## config.mk

```make
export PLATFORM = sky130hd
export DESIGN_NAME = dma_channel_address_control
export DESIGN_NICKNAME = d
export VERILOG_FILES = /design/src/core/dma_pkg.sv /design/src/core/dma_channel_address_control.sv /design/src/core/dma_adc_slot.sv
export VERILOG_INCLUDE_DIRS = /design/src /design/src/core
export SDC_FILE = /design/constraint.sdc
export NUM_CORES = 1
export LEC_CHECK = 0
export BUFFER_PORTS_ARGS = -buffer_cell sky130_fd_sc_hd__buf_2
export CAP_MARGIN = 0
export CORE_MARGIN = 2
export CORE_UTILIZATION = 30
export CTS_BUF_LIST = sky130_fd_sc_hd__clkbuf_16
export DETAILED_ROUTE_END_ITERATION = 10
export PLACE_DENSITY_LB_ADDON = 0.05
export SLEW_MARGIN = 30
export SYNTH_ARGS = -nofsm -noshare
export SYNTH_HDL_FRONTEND = slang
export SYNTH_SLANG_ARGS = --single-unit
export TNS_END_PERCENT = 1
```

## constraint.sdc

```tcl
create_clock -name sys_clk_i -period 4.1 [get_ports sys_clk_i]
set_input_delay 0.82 -clock sys_clk_i [delete_from_list [all_inputs] [get_ports sys_clk_i]]
set_output_delay 0.82 -clock sys_clk_i [all_outputs]
set_load 0.005 [all_outputs]
```

## src/core/dma_defines.svh

```systemverilog
// register offsets, control field positions, reset values and step sizes of the dma channel
`ifndef DMA_DEFINES_SVH
`define DMA_DEFINES_SVH

`define DMA_ADDR_CTL      12'hfb0
`define DMA_ADDR_HIGH     12'hfb1
`define DMA_ADDR_START    12'hfb3
`define DMA_ADDR_END      12'hfb4
`define DMA_ADDR_ADC_BASE 12'hfbd
`define DMA_ADDR_ADC_CTL  12'hfbe

`define DMA_CTL_EN        7
`define DMA_CTL_LOOP      6
`define DMA_CTL_DIR       5
`define DMA_CTL_IRQ       4
`define DMA_CTL_WORD      3
`define DMA_CTL_SRC_MSB   2
`define DMA_CTL_SRC_LSB   0
`define DMA_ADC_EN        7

`define DMA_CTL_RST       8'h00
`define DMA_REG_RST       8'h00
`define DMA_UNMAPPED      8'h00
`define DMA_STEP_BYTE     12'h001
`define DMA_STEP_WORD     12'h002

`endif

```

## src/core/dma_pkg.sv

```systemverilog
// types shared by the dma channel files
package dma_pkg;

   // sequencer states of the shared bus engine
   typedef enum logic [1:0] {ST_IDLE, ST_REQ, ST_XFER, ST_FIN} state_type;

   // one access on the system bus toward the register file
   typedef struct packed {
      logic [11:0] addr;
      logic [7:0]  wdata;
      logic        wr;
      logic        rd;
   } mem_req_type;

   // one byte handed to the peripheral side
   typedef struct packed {
      logic [7:0] data;
      logic       sel;
      logic       wr;
   } per_out_type;

endpackage : dma_pkg

```

## src/core/dma_channel_address_control.sv

```systemverilog
// general dma channel plus adc result channel sharing one system bus request
`timescale 1ns/1ps
`include "dma_defines.svh"
module dma_channel_address_control
(
   input  wire logic               sys_clk_i,   // system clock
   input  wire logic               rst_i,       // async reset, active high
   input  wire logic [11:0]        reg_addr_i,  // register address
   input  wire logic [7:0]         reg_wdata_i, // register write data
   input  wire logic               reg_wr_i,    // register write strobe
   input  wire logic               reg_rd_i,    // register read strobe
   output logic      [7:0]         reg_rdata_o, // read data, cycle after strobe
   input  wire logic [7:0]         trig_i,      // trigger sources, pulses
   input  wire logic               adc_valid_i, // adc result ready pulse
   input  wire logic [3:0]         adc_input_i, // input the result belongs to
   input  wire logic [9:0]         adc_result_i, // adc conversion result
   output logic                    bus_req_o,   // system bus request to core
   input  wire logic               bus_ack_i,   // core grants the bus
   output dma_pkg::mem_req_type    mem_o,       // register file access
   input  wire logic [7:0]         mem_rdata_i, // register file read data
   input  wire logic [7:0]         per_data_i,  // byte from the peripheral
   output dma_pkg::per_out_type    per_o,       // byte toward the peripheral
   output logic                    dma_irq_o    // end of block interrupt pulse
);

   // software visible registers
   logic [7:0]             ctl_ff;       // channel control
   logic [7:0]             high_ff;      // shared high-address nibbles
   logic [7:0]             start_ff;     // original start low byte
   logic [7:0]             end_ff;       // end low byte
   logic [6:0]             adc_base_ff;  // adc block base
   logic [7:0]             adc_ctl_ff;   // adc channel control
   logic [11:0]            cur_ff;       // current transfer address
   // engine state
   dma_pkg::state_type     state_ff;     // sequencer state
   logic                   src_adc_ff;   // current job belongs to adc channel
   logic                   byte_ff;      // byte of the job on the bus now
   logic                   trig_pend_ff; // general request waiting
   logic                   adc_pend_ff;  // adc result waiting
   logic [9:0]             adc_res_ff;   // latched waiting result
   logic [3:0]             adc_in_ff;    // latched waiting input number
   logic [9:0]             adc_job_res_ff; // result being stored
   logic [3:0]             adc_job_in_ff;  // input being stored
   logic                   rd_dly_ff;    // read data returns this cycle
   logic                   rd_sel_ff;    // byte index of that read
   dma_pkg::mem_req_type   mem_ff;       // registered bus access
   dma_pkg::mem_req_type   nxt_mem;      // access to issue next
   dma_pkg::per_out_type   per_ff;       // registered peripheral byte
   logic [7:0]             rdata_ff;     // registered read data
   logic [7:0]             nxt_rdata;    // read mux
   logic                   irq_ff;       // interrupt pulse
   logic [11:0]            slot_addr;    // adc slot address
   logic [7:0]             slot_data;    // adc slot byte

   // build a 12-bit address from a nibble and a low byte
   function automatic logic [11:0] join_addr(input logic [3:0] hi, input logic [7:0] lo);
      join_addr = {hi, lo};
   endfunction : join_addr

   // register write hit on one address
   function automatic logic wr_hit(input logic [11:0] a);
      wr_hit = reg_wr_i && (reg_addr_i == a);
   endfunction : wr_hit

   logic [11:0] end_addr;   // last location of the block
   logic [11:0] start_addr; // original start to reload
   logic        at_end;     // current has reached the end
   logic        two_bytes;  // job moves two bytes
   logic        issue;      // an access goes out at this edge
   logic        issue_sel;  // byte index of that access
   logic        fin_gen;    // general job completes at this edge

   assign end_addr   = join_addr(high_ff[7:4], end_ff);
   assign start_addr = join_addr(high_ff[3:0], start_ff);
   assign at_end     = (cur_ff == end_addr);
   assign two_bytes  = src_adc_ff || ctl_ff[`DMA_CTL_WORD];
   assign issue      = ((state_ff == dma_pkg::ST_REQ) && bus_ack_i) ||
                       ((state_ff == dma_pkg::ST_XFER) && two_bytes && !byte_ff);
   assign issue_sel  = (state_ff == dma_pkg::ST_XFER);
   assign fin_gen    = (state_ff == dma_pkg::ST_FIN) && !src_adc_ff;

   // request is held from the grant wait until the last read has returned
   assign bus_req_o  = (state_ff != dma_pkg::ST_IDLE);
   assign mem_o      = mem_ff;
   assign per_o      = per_ff;
   assign reg_rdata_o = rdata_ff;
   assign dma_irq_o  = irq_ff;

   // adc slot formatting
   dma_adc_slot u_slot
   (
      .base_i     (adc_base_ff),
      .input_i    (adc_job_in_ff),
      .result_i   (adc_job_res_ff),
      .byte_sel_i (issue_sel),
      .addr_o     (slot_addr),
      .data_o     (slot_data)
   );

   // control register; software write wins over the single-pass clear
   always_ff @(posedge sys_clk_i or posedge rst_i)
   begin
      if (rst_i)
         ctl_ff <= `DMA_CTL_RST;
      else if (wr_hit(`DMA_ADDR_CTL))
         ctl_ff <= reg_wdata_i;
      else if (fin_gen && at_end && !ctl_ff[`DMA_CTL_LOOP])
         ctl_ff[`DMA_CTL_EN] <= 1'b0;
   end

   // plain software registers
   always_ff @(posedge sys_clk_i or posedge rst_i)
   begin
      if (rst_i)
      begin
         high_ff     <= `DMA_REG_RST;
         start_ff    <= `DMA_REG_RST;
         end_ff      <= `DMA_REG_RST;
         adc_base_ff <= 7'h00;
         adc_ctl_ff  <= `DMA_REG_RST;
      end
      else
      begin
         if (wr_hit(`DMA_ADDR_HIGH))
            high_ff <= reg_wdata_i;
         if (wr_hit(`DMA_ADDR_START))
            start_ff <= reg_wdata_i;
         if (wr_hit(`DMA_ADDR_END))
            end_ff <= reg_wdata_i;
         if (wr_hit(`DMA_ADDR_ADC_BASE))
            adc_base_ff <= reg_wdata_i[7:1];
         if (wr_hit(`DMA_ADDR_ADC_CTL))
            adc_ctl_ff <= reg_wdata_i;
      end
   end

   // current address: loaded by software, stepped or reloaded by hardware
   always_ff @(posedge sys_clk_i or posedge rst_i)
   begin
      if (rst_i)
         cur_ff <= 12'h000;
      else if (wr_hit(`DMA_ADDR_START))
         cur_ff[7:0] <= reg_wdata_i;
      else if (wr_hit(`DMA_ADDR_HIGH))
         cur_ff[11:8] <= reg_wdata_i[3:0];
      else if (fin_gen && at_end)
         cur_ff <= start_addr;
      else if (fin_gen)
         // step matches the bytes just moved
         cur_ff <= cur_ff + (ctl_ff[`DMA_CTL_WORD] ? `DMA_STEP_WORD : `DMA_STEP_BYTE);
   end

   // end of block interrupt, one cycle
   always_ff @(posedge sys_clk_i or posedge rst_i)
   begin
      if (rst_i)
         irq_ff <= 1'b0;
      else
         irq_ff <= fin_gen && at_end && ctl_ff[`DMA_CTL_IRQ];
   end

   // general request latch; a trigger in the idle cycle that starts the job is kept (set wins)
   always_ff @(posedge sys_clk_i or posedge rst_i)
   begin
      if (rst_i)
         trig_pend_ff <= 1'b0;
      else if (!ctl_ff[`DMA_CTL_EN])
         trig_pend_ff <= 1'b0;
      else if (trig_i[ctl_ff[`DMA_CTL_SRC_MSB:`DMA_CTL_SRC_LSB]])
         trig_pend_ff <= 1'b1;
      else if ((state_ff == dma_pkg::ST_IDLE) && !adc_pend_ff)
         trig_pend_ff <= 1'b0;
   end

   // adc result latch; a newer result overwrites one not yet started
   always_ff @(posedge sys_clk_i or posedge rst_i)
   begin
      if (rst_i)
      begin
         adc_pend_ff <= 1'b0;
         adc_res_ff  <= 10'h000;
         adc_in_ff   <= 4'h0;
      end
      else if (adc_valid_i && adc_ctl_ff[`DMA_ADC_EN])
      begin
         adc_pend_ff <= 1'b1;
         adc_res_ff  <= adc_result_i;
         adc_in_ff   <= adc_input_i;
      end
      else if (state_ff == dma_pkg::ST_IDLE)
         adc_pend_ff <= 1'b0;
   end

   // sequencer: adc results go first since they are lost if overwritten
   always_ff @(posedge sys_clk_i or posedge rst_i)
   begin
      if (rst_i)
      begin
         state_ff       <= dma_pkg::ST_IDLE;
         src_adc_ff     <= 1'b0;
         byte_ff        <= 1'b0;
         adc_job_res_ff <= 10'h000;
         adc_job_in_ff  <= 4'h0;
      end
      else
         case (state_ff)
            dma_pkg::ST_IDLE:
            begin
               if (adc_pend_ff)
               begin
                  src_adc_ff     <= 1'b1;
                  adc_job_res_ff <= adc_res_ff;
                  adc_job_in_ff  <= adc_in_ff;
                  state_ff       <= dma_pkg::ST_REQ;
               end
               else if (trig_pend_ff && ctl_ff[`DMA_CTL_EN])
               begin
                  src_adc_ff <= 1'b0;
                  state_ff   <= dma_pkg::ST_REQ;
               end
            end
            dma_pkg::ST_REQ:
               // nothing moves before the core grants the bus
               if (bus_ack_i)
               begin
                  byte_ff  <= 1'b0;
                  state_ff <= dma_pkg::ST_XFER;
               end
            dma_pkg::ST_XFER:
               if (two_bytes && !byte_ff)
                  byte_ff <= 1'b1;
               else
                  state_ff <= dma_pkg::ST_FIN;
            dma_pkg::ST_FIN:
               state_ff <= dma_pkg::ST_IDLE;
            default:
               state_ff <= dma_pkg::ST_IDLE;
         endcase
   end

   // access to put on the bus at the next edge
   always_comb
   begin
      nxt_mem = '0;
      if (issue)
      begin
         if (src_adc_ff)
         begin
            nxt_mem.addr  = slot_addr;
            nxt_mem.wdata = slot_data;
            nxt_mem.wr    = 1'b1;
         end
         else
         begin
            nxt_mem.addr = cur_ff + {11'h000, issue_sel};
            if (ctl_ff[`DMA_CTL_DIR])
               nxt_mem.rd = 1'b1;
            else
            begin
               nxt_mem.wdata = per_data_i;
               nxt_mem.wr    = 1'b1;
            end
         end
      end
   end

   // registered bus access and peripheral hand-off of read bytes
   always_ff @(posedge sys_clk_i or posedge rst_i)
   begin
      if (rst_i)
      begin
         mem_ff    <= '0;
         rd_dly_ff <= 1'b0;
         rd_sel_ff <= 1'b0;
         per_ff    <= '0;
      end
      else
      begin
         mem_ff    <= nxt_mem;
         rd_dly_ff <= mem_ff.rd;
         rd_sel_ff <= mem_ff.addr[0] ^ cur_ff[0];
         per_ff.wr <= rd_dly_ff;
         if (rd_dly_ff)
         begin
            per_ff.data <= mem_rdata_i;
            per_ff.sel  <= rd_sel_ff;
         end
      end
   end

   // read mux; start low reads back the live current address
   always_comb
   begin
      case (reg_addr_i)
         `DMA_ADDR_CTL:      nxt_rdata = ctl_ff;
         `DMA_ADDR_HIGH:     nxt_rdata = {high_ff[7:4], cur_ff[11:8]};
         `DMA_ADDR_START:    nxt_rdata = cur_ff[7:0];
         `DMA_ADDR_END:      nxt_rdata = end_ff;
         `DMA_ADDR_ADC_BASE: nxt_rdata = {adc_base_ff, 1'b0};
         `DMA_ADDR_ADC_CTL:  nxt_rdata = adc_ctl_ff;
         default:            nxt_rdata = `DMA_UNMAPPED;
      endcase
   end

   // read data stand only in the cycle after the strobe
   always_ff @(posedge sys_clk_i or posedge rst_i)
   begin
      if (rst_i)
         rdata_ff <= `DMA_UNMAPPED;
      else if (reg_rd_i)
         rdata_ff <= nxt_rdata;
      else
         rdata_ff <= `DMA_UNMAPPED;
   end

endmodule : dma_channel_address_control

```

## src/core/dma_adc_slot.sv

```systemverilog
// address and byte formatting of one adc result slot
`timescale 1ns/1ps
module dma_adc_slot
(
   input  wire logic [6:0]  base_i,    // upper seven bits of the block
   input  wire logic [3:0]  input_i,   // analog input number
   input  wire logic [9:0]  result_i,  // conversion result
   input  wire logic        byte_sel_i, // 0 = even byte, 1 = odd byte
   output logic      [11:0] addr_o,    // register file address
   output logic      [7:0]  data_o     // byte to store
);

   // slot low bits are twice the input number, so each input owns two bytes
   always_comb
   begin
      addr_o = {base_i, input_i, byte_sel_i};
      // msb part first, the two leftover bits left-justified in the odd byte
      data_o = byte_sel_i ? {result_i[1:0], 6'h00} : result_i[9:2];
   end

endmodule : dma_adc_slot

```

# Yosys cells after proc, flatten, opt, wreduce, memory -nomap -nowiden
# Cells that the tools add are included.
# totals
out_inout_bits,42
input_bits,64
ff_bits,136
word_cells,120
# op_classes
eq_ne,16
add_sub_neg,2
mux,33
bitwise_logic,2
reduce_logical,37
n_lt_le_gt_ge,1
# ops
cell,count
"12-bit == test, second input constant",6
8-bit case mux with 6 select lines,1
8-bit 2-to-1 mux,4
12-bit 2-to-1 mux,2
22-bit 2-to-1 mux,1
21-bit 2-to-1 mux,1
1-bit logical AND,17
1-bit 2-to-1 mux,14
12-bit by 1-bit adder with 12-bit output,1
12-bit by 2-bit adder with 12-bit output,1
12-bit == test,1
2-bit 2-to-1 mux,5
2-bit nonzero test,5
9-bit 2-to-1 mux,1
2-bit case mux with 4 select lines,1
2-bit AND reduction,4
3-bit AND reduction,2
3-bit nonzero test,2
"2-bit == test, second input constant",2
1-bit logical NOT,4
"3-bit by 4-bit less-than comparator with 1-bit output, second input constant",1
4-bit 2-to-1 mux,1
"2-bit by 1-bit != test with 1-bit output, second input constant",2
"2-bit != test, second input constant",2
other kinds (9),10

# Logic depth before layout (Yosys ltp)
# depth
ltp_word,6
depth_mapped,9
ltp_nobuf,9

# Modules after synthesis
# From an unflattened synthesis, not the netlist that was laid out.
# unflattened
cells_unflattened,596
hier_area_um2,6591.3
# modules_own_cells
mod,instances,cells_per_inst,area_each_um2,seq_area_each_um2
dma_channel_address_control,1,576,6426.2,3403.3
dma_adc_slot,1,20,165.2,0.0

# Worst setup path after synthesis
# No wires, ideal clock.
# synth_timing
path_kind,input to register
from,in reg_wr_i
to,reg high_ff[5]
cell_stages,5
setup_ns,0.125
path_buffers,2
required_time_ns,3.975
slack_ns,1.841
arrival_ns,2.134
cell_sequence,buf_4 -> and4bb_4 -> nor4b_4 -> buf_4 -> mux2_2
# synth_via
elab_chain_cells,1
# synth_lines
element,line,rtl
"start, declared",dma_channel_address_control.sv:10,"input wire logic reg_wr_i,"
1-bit logical AND,dma_channel_address_control.sv:62,wr_hit = reg_wr_i && (reg_addr_i == a);
"end signal, assigned",dma_channel_address_control.sv:116,high_ff <= `DMA_REG_RST;
"end signal, assigned",dma_channel_address_control.sv:125,high_ff <= reg_wdata_i;
"end, declared",dma_channel_address_control.sv:28,logic [7:0] high_ff;
# Every way passes these cells.
# A chain may end at the register's enable or synchronous reset.

# Final worst setup path
# layout_timing
from,reg src_adc_ff
to,reg cur_ff[1]
# layout_via
elab_chain_cells,6
word_cells_on_any_way,8
cone_classes,mux: 3; reduce/logical: 5
# layout_lines
element,line,rtl
"start, declared",dma_channel_address_control.sv:36,logic src_adc_ff;
"start signal, assigned",dma_channel_address_control.sv:200,src_adc_ff <= 1'b0;
"start signal, assigned",dma_channel_address_control.sv:211,src_adc_ff <= 1'b1;
"start signal, assigned",dma_channel_address_control.sv:218,src_adc_ff <= 1'b0;
1-bit logical NOT (*),dma_channel_address_control.sv:80,assign fin_gen = (state_ff == dma_pkg::ST_FIN) && !src_adc_ff;
1-bit logical AND (*),dma_channel_address_control.sv:80,
1-bit logical AND,dma_channel_address_control.sv:146,else if (fin_gen && at_end)
12-bit 2-to-1 mux,dma_channel_address_control.sv:146,
8-bit 2-to-1 mux,dma_channel_address_control.sv:144,else if (wr_hit(`DMA_ADDR_HIGH))
8-bit 2-to-1 mux,dma_channel_address_control.sv:142,else if (wr_hit(`DMA_ADDR_START))
"end signal, assigned",dma_channel_address_control.sv:143,cur_ff[7:0] <= reg_wdata_i;
"end signal, assigned",dma_channel_address_control.sv:147,cur_ff <= start_addr;
"end signal, assigned",dma_channel_address_control.sv:150,cur_ff <= cur_ff + (ctl_ff[`DMA_CTL_WORD] ? `DMA_STEP_WORD : `DMA_STEP_BYTE);
"end, declared",dma_channel_address_control.sv:33,logic [11:0] cur_ff;
# Every way passes the cells marked *; elsewhere a longest branch is shown, timed or not. The select of a mux whose other input is x is not followed.

==> run metrics <==
run status=finished, final reports clean; Cells after Synth=547; Clock Path Buffers=2; die height=152 um; top cells by area, synth=dfrtp_1 52%, mux2_2 12%, mux2i_1 4.0%; vias per std cell=4.89; Fin Clk Skew=0.00930 ns; Root Driver=clkbuf_16; diodes inserted=0; Core ar.=21,600 um^2; layout filler cell count=2,165; IO buf count=105; Num CTS Buffers=17; RSZ-0062 raised after global routing=no; Slew Viols, Final=0; Adder-Cell Fraction of Synth Area=0.0203; Die X=152 um; residual DRC count=0; CTS H-Tree Depth=4; post-synthesis mux area share=0.172; Primary FF master, synth=dfrtp_1; post-synth top area share=0.520; sequential fraction of the synthesis area=0.520; worst hold path depth=0; Yosys top cell by area=dfrtp_1; Compound-Gate Fraction of Synth Area=0.0875; DRT iter0 DRCs=272; # rows=54; starting density of the core=0.303; crit path capture type=flip-flop; Max-Cap Viols=0; post-detail-place hpwl=12,600 um; simple-gate share of the synthesized area=0.124; PwrDens=485 nW/um^2; Critical Path Start Type=flip-flop; fin nets=722; synthesized cell area=6550 um^2; synth warn=0; largest family of logic cells by synthesized area=multiplexers; Critical Path RT=4.43 ns; Critical R2R Launch=src_adc_ff; reg2reg end=cur_ff[1]; GRT Overall Usage=0.162; Post-Syn Area per Cell=12.0 um^2; vias in the first global route=4,745; final hold vios=0; Layout area overhead=20.4%; Post-Syn Nets=621; post-synthesis async set-or-reset flop share=1.00; Worst Hold Class=flip-flop to flip-flop; FF-to-FF setup slack=1.62 ns; global-route wire length before repair=27,400 um; Pleak=4.02 nW; Seq cells post-synth=136; layout cells sized above 1=0.343; CTS resizes=0; CTS tree=built; post-layout util=0.365; max_slew headroom=0.390; f_max=404 MHz; Critical Path AT=2.81 ns; Max Fanout on Critical Path=20; Detail Route Antenna Nets=0; io pins=106; final worst-path cycle share=0.604; vias post-DR=4,606; Final Total Pwr=3.82 mW; Clock Sinks=136; quantity of hold-fixing buffers added after cts=0; worst setup path class=flip-flop to flip-flop; drt pass-1 iters=5; CTS clk-pin slew, worst paths=0.06 ns; min Tclk post-route=2.48 ns; XOR/XNOR Fraction of Synth Area=0.0415; unique cell type count in the Yosys netlist=60; endpoints failing setup=0; Post-CTS Setup Repair Bufs=0; later-pin clock latency in the skew report=0.42 ns; post-DR wirelength/cell=19.0 um; Least-Margin Pin Slew=0.911 ns; gr ovfl total=0; pin count of the biggest net entering global routing=115; maximum vdd drop=0.266 mV; Worst Reg2Reg Path Length in Cells=5; final WL=17,900 um; die area=23,000 um^2; Post-synth EDFFs=0; hold path startpoint=mem_o[0]; TNS Setup=0 ns; Hold EP=rd_dly_ff; gpl congestion=0.774; initial antenna violation count=2
## registers in the layout, indices dropped and copies added (netlist names), 4 cells and up
register,count
adc_base_ff,7
start_ff,8
adc_job_res_ff,10
reg_rdata_o,8
mem_o,22
cur_ff,12
adc_in_ff,4
ctl_ff,8
adc_job_in_ff,4
adc_ctl_ff,8
per_o,10
high_ff,8
end_ff,8
adc_res_ff,10
## cell type report
type / instances / area (um^2) / share of cell area
Clock inverter: 15 / 139 / 0.0176
Clock buffer: 17 / 425 / 0.0540
Sequential cell: 136 / 3400 / 0.432
Timing Repair Buffer: 108 / 561 / 0.0711
Inverter: 23 / 90.1 / 0.0114
Multi-Input combinational cell: 362 / 2920 / 0.370
Tap cell: 280 / 350 / 0.0444
## stage by stage
stage	worst slack [ns]	hold WS (ns)	area [um^2]	cells
floorplan	1.59	0.352	6550	547
global placement	1.32	0.378	7320	909
detailed placement	1.26	0.379	7320	909
CTS	1.56	0.389	7880	941
global route	1.47	0.403	7880	941
finish	1.62	0.378	7880	941
## kinds of logic (layout without fill, tap and decap cells)
family,after synthesis,in the layout
DFF,136,136
and+or+nand+nor,142,142
muxes,101,101
buffers and inverters,49,163
AOI/OAI and AO/OA,78,78
adders and majority gates,10,10
xor gates and xnor gates,31,31
## synth_stat cells, drive strengths merged, types with 3 or more instances
library cell / count
dfrtp: 136
mux2: 73
nand2: 52
nor2: 40
mux2i: 26
inv: 23
a21oi: 19
xor2: 19
buf: 17
xnor2: 12
a21boi: 10
nand3: 10
clkbuf: 9
ha: 9
o21ai: 9
a2bb2oi: 8
a222oi: 7
o221ai: 6
nand2b: 5
nand4: 5
nor2b: 4
nor3: 4
nor4: 4
o211ai: 4
a211oi: 3
a22oi: 3
and3: 3
or3: 3
## report_power, final
part	switching, mW	internal (mW)	total, mW
combinational	0.430	0.308	0.738
sequential	0.165	1.44	1.61
clock	0.590	0.886	1.48
## layer usage
metal / global-route usage / vias up / routed length, um
li1: - / 2140 / -
met1: 0.224 / 2345 / 8490
met5: 0 / - / 0
met4: 0.0426 / 0 / 206
met2: 0.260 / 107 / 8590
met3: 0.0317 / 14 / 615
## worst max-delay path by stage
| stage | start | end | slack [ns] | depth (start not counted) |
|---|---|---|---|---|
| after global placement | reg_wr_i | cur_ff[11] | 1.32 | 6 |
| after CTS | src_adc_ff | cur_ff[1] | 1.56 | 5 |
| after floorplan | rst_i | adc_base_ff[0] | 1.59 | 1 |
| after global routing | src_adc_ff | cur_ff[11] | 1.47 | 5 |
| final | src_adc_ff | cur_ff[1] | 1.62 | 5 |
| after detailed placement | reg_wr_i | cur_ff[11] | 1.26 | 6 |
## critical path, cell delays in order, from the launching register on
cell	delay (ns)
dfrtp_1	0.66
nand2b_1	0.47
nor2_1	0.26
nand4_4	0.41
mux2_2	0.44
o221ai_2	0.14
## cells in the final DEF, fill, tap and decap left out, types with 3 or more instances in the layout
cell type	netlist	layout
mux2_1	5	5
a21boi_0	10	9
nand2b_1	5	5
nor2b_1	4	4
and3_1	3	3
xor2_1	19	19
or3_1	3	3
ha_1	9	9
nand2_1	48	48
a22oi_1	3	3
inv_1	23	25
nand3_1	10	10
o211ai_1	4	4
dfrtp_1	136	136
clkinv_4	0	4
xnor2_1	12	12
nor2_1	39	39
clkbuf_16	0	17
a211oi_1	3	3
o21ai_0	6	6
a21oi_1	19	19
a2bb2oi_1	8	8
a222oi_1	7	7
clkinv_2	0	4
buf_2	7	105
mux2_2	68	68
o221ai_1	5	5
mux2i_1	26	26
nor3_1	4	4
Note: power is estimated with default switching activity, not from simulation.
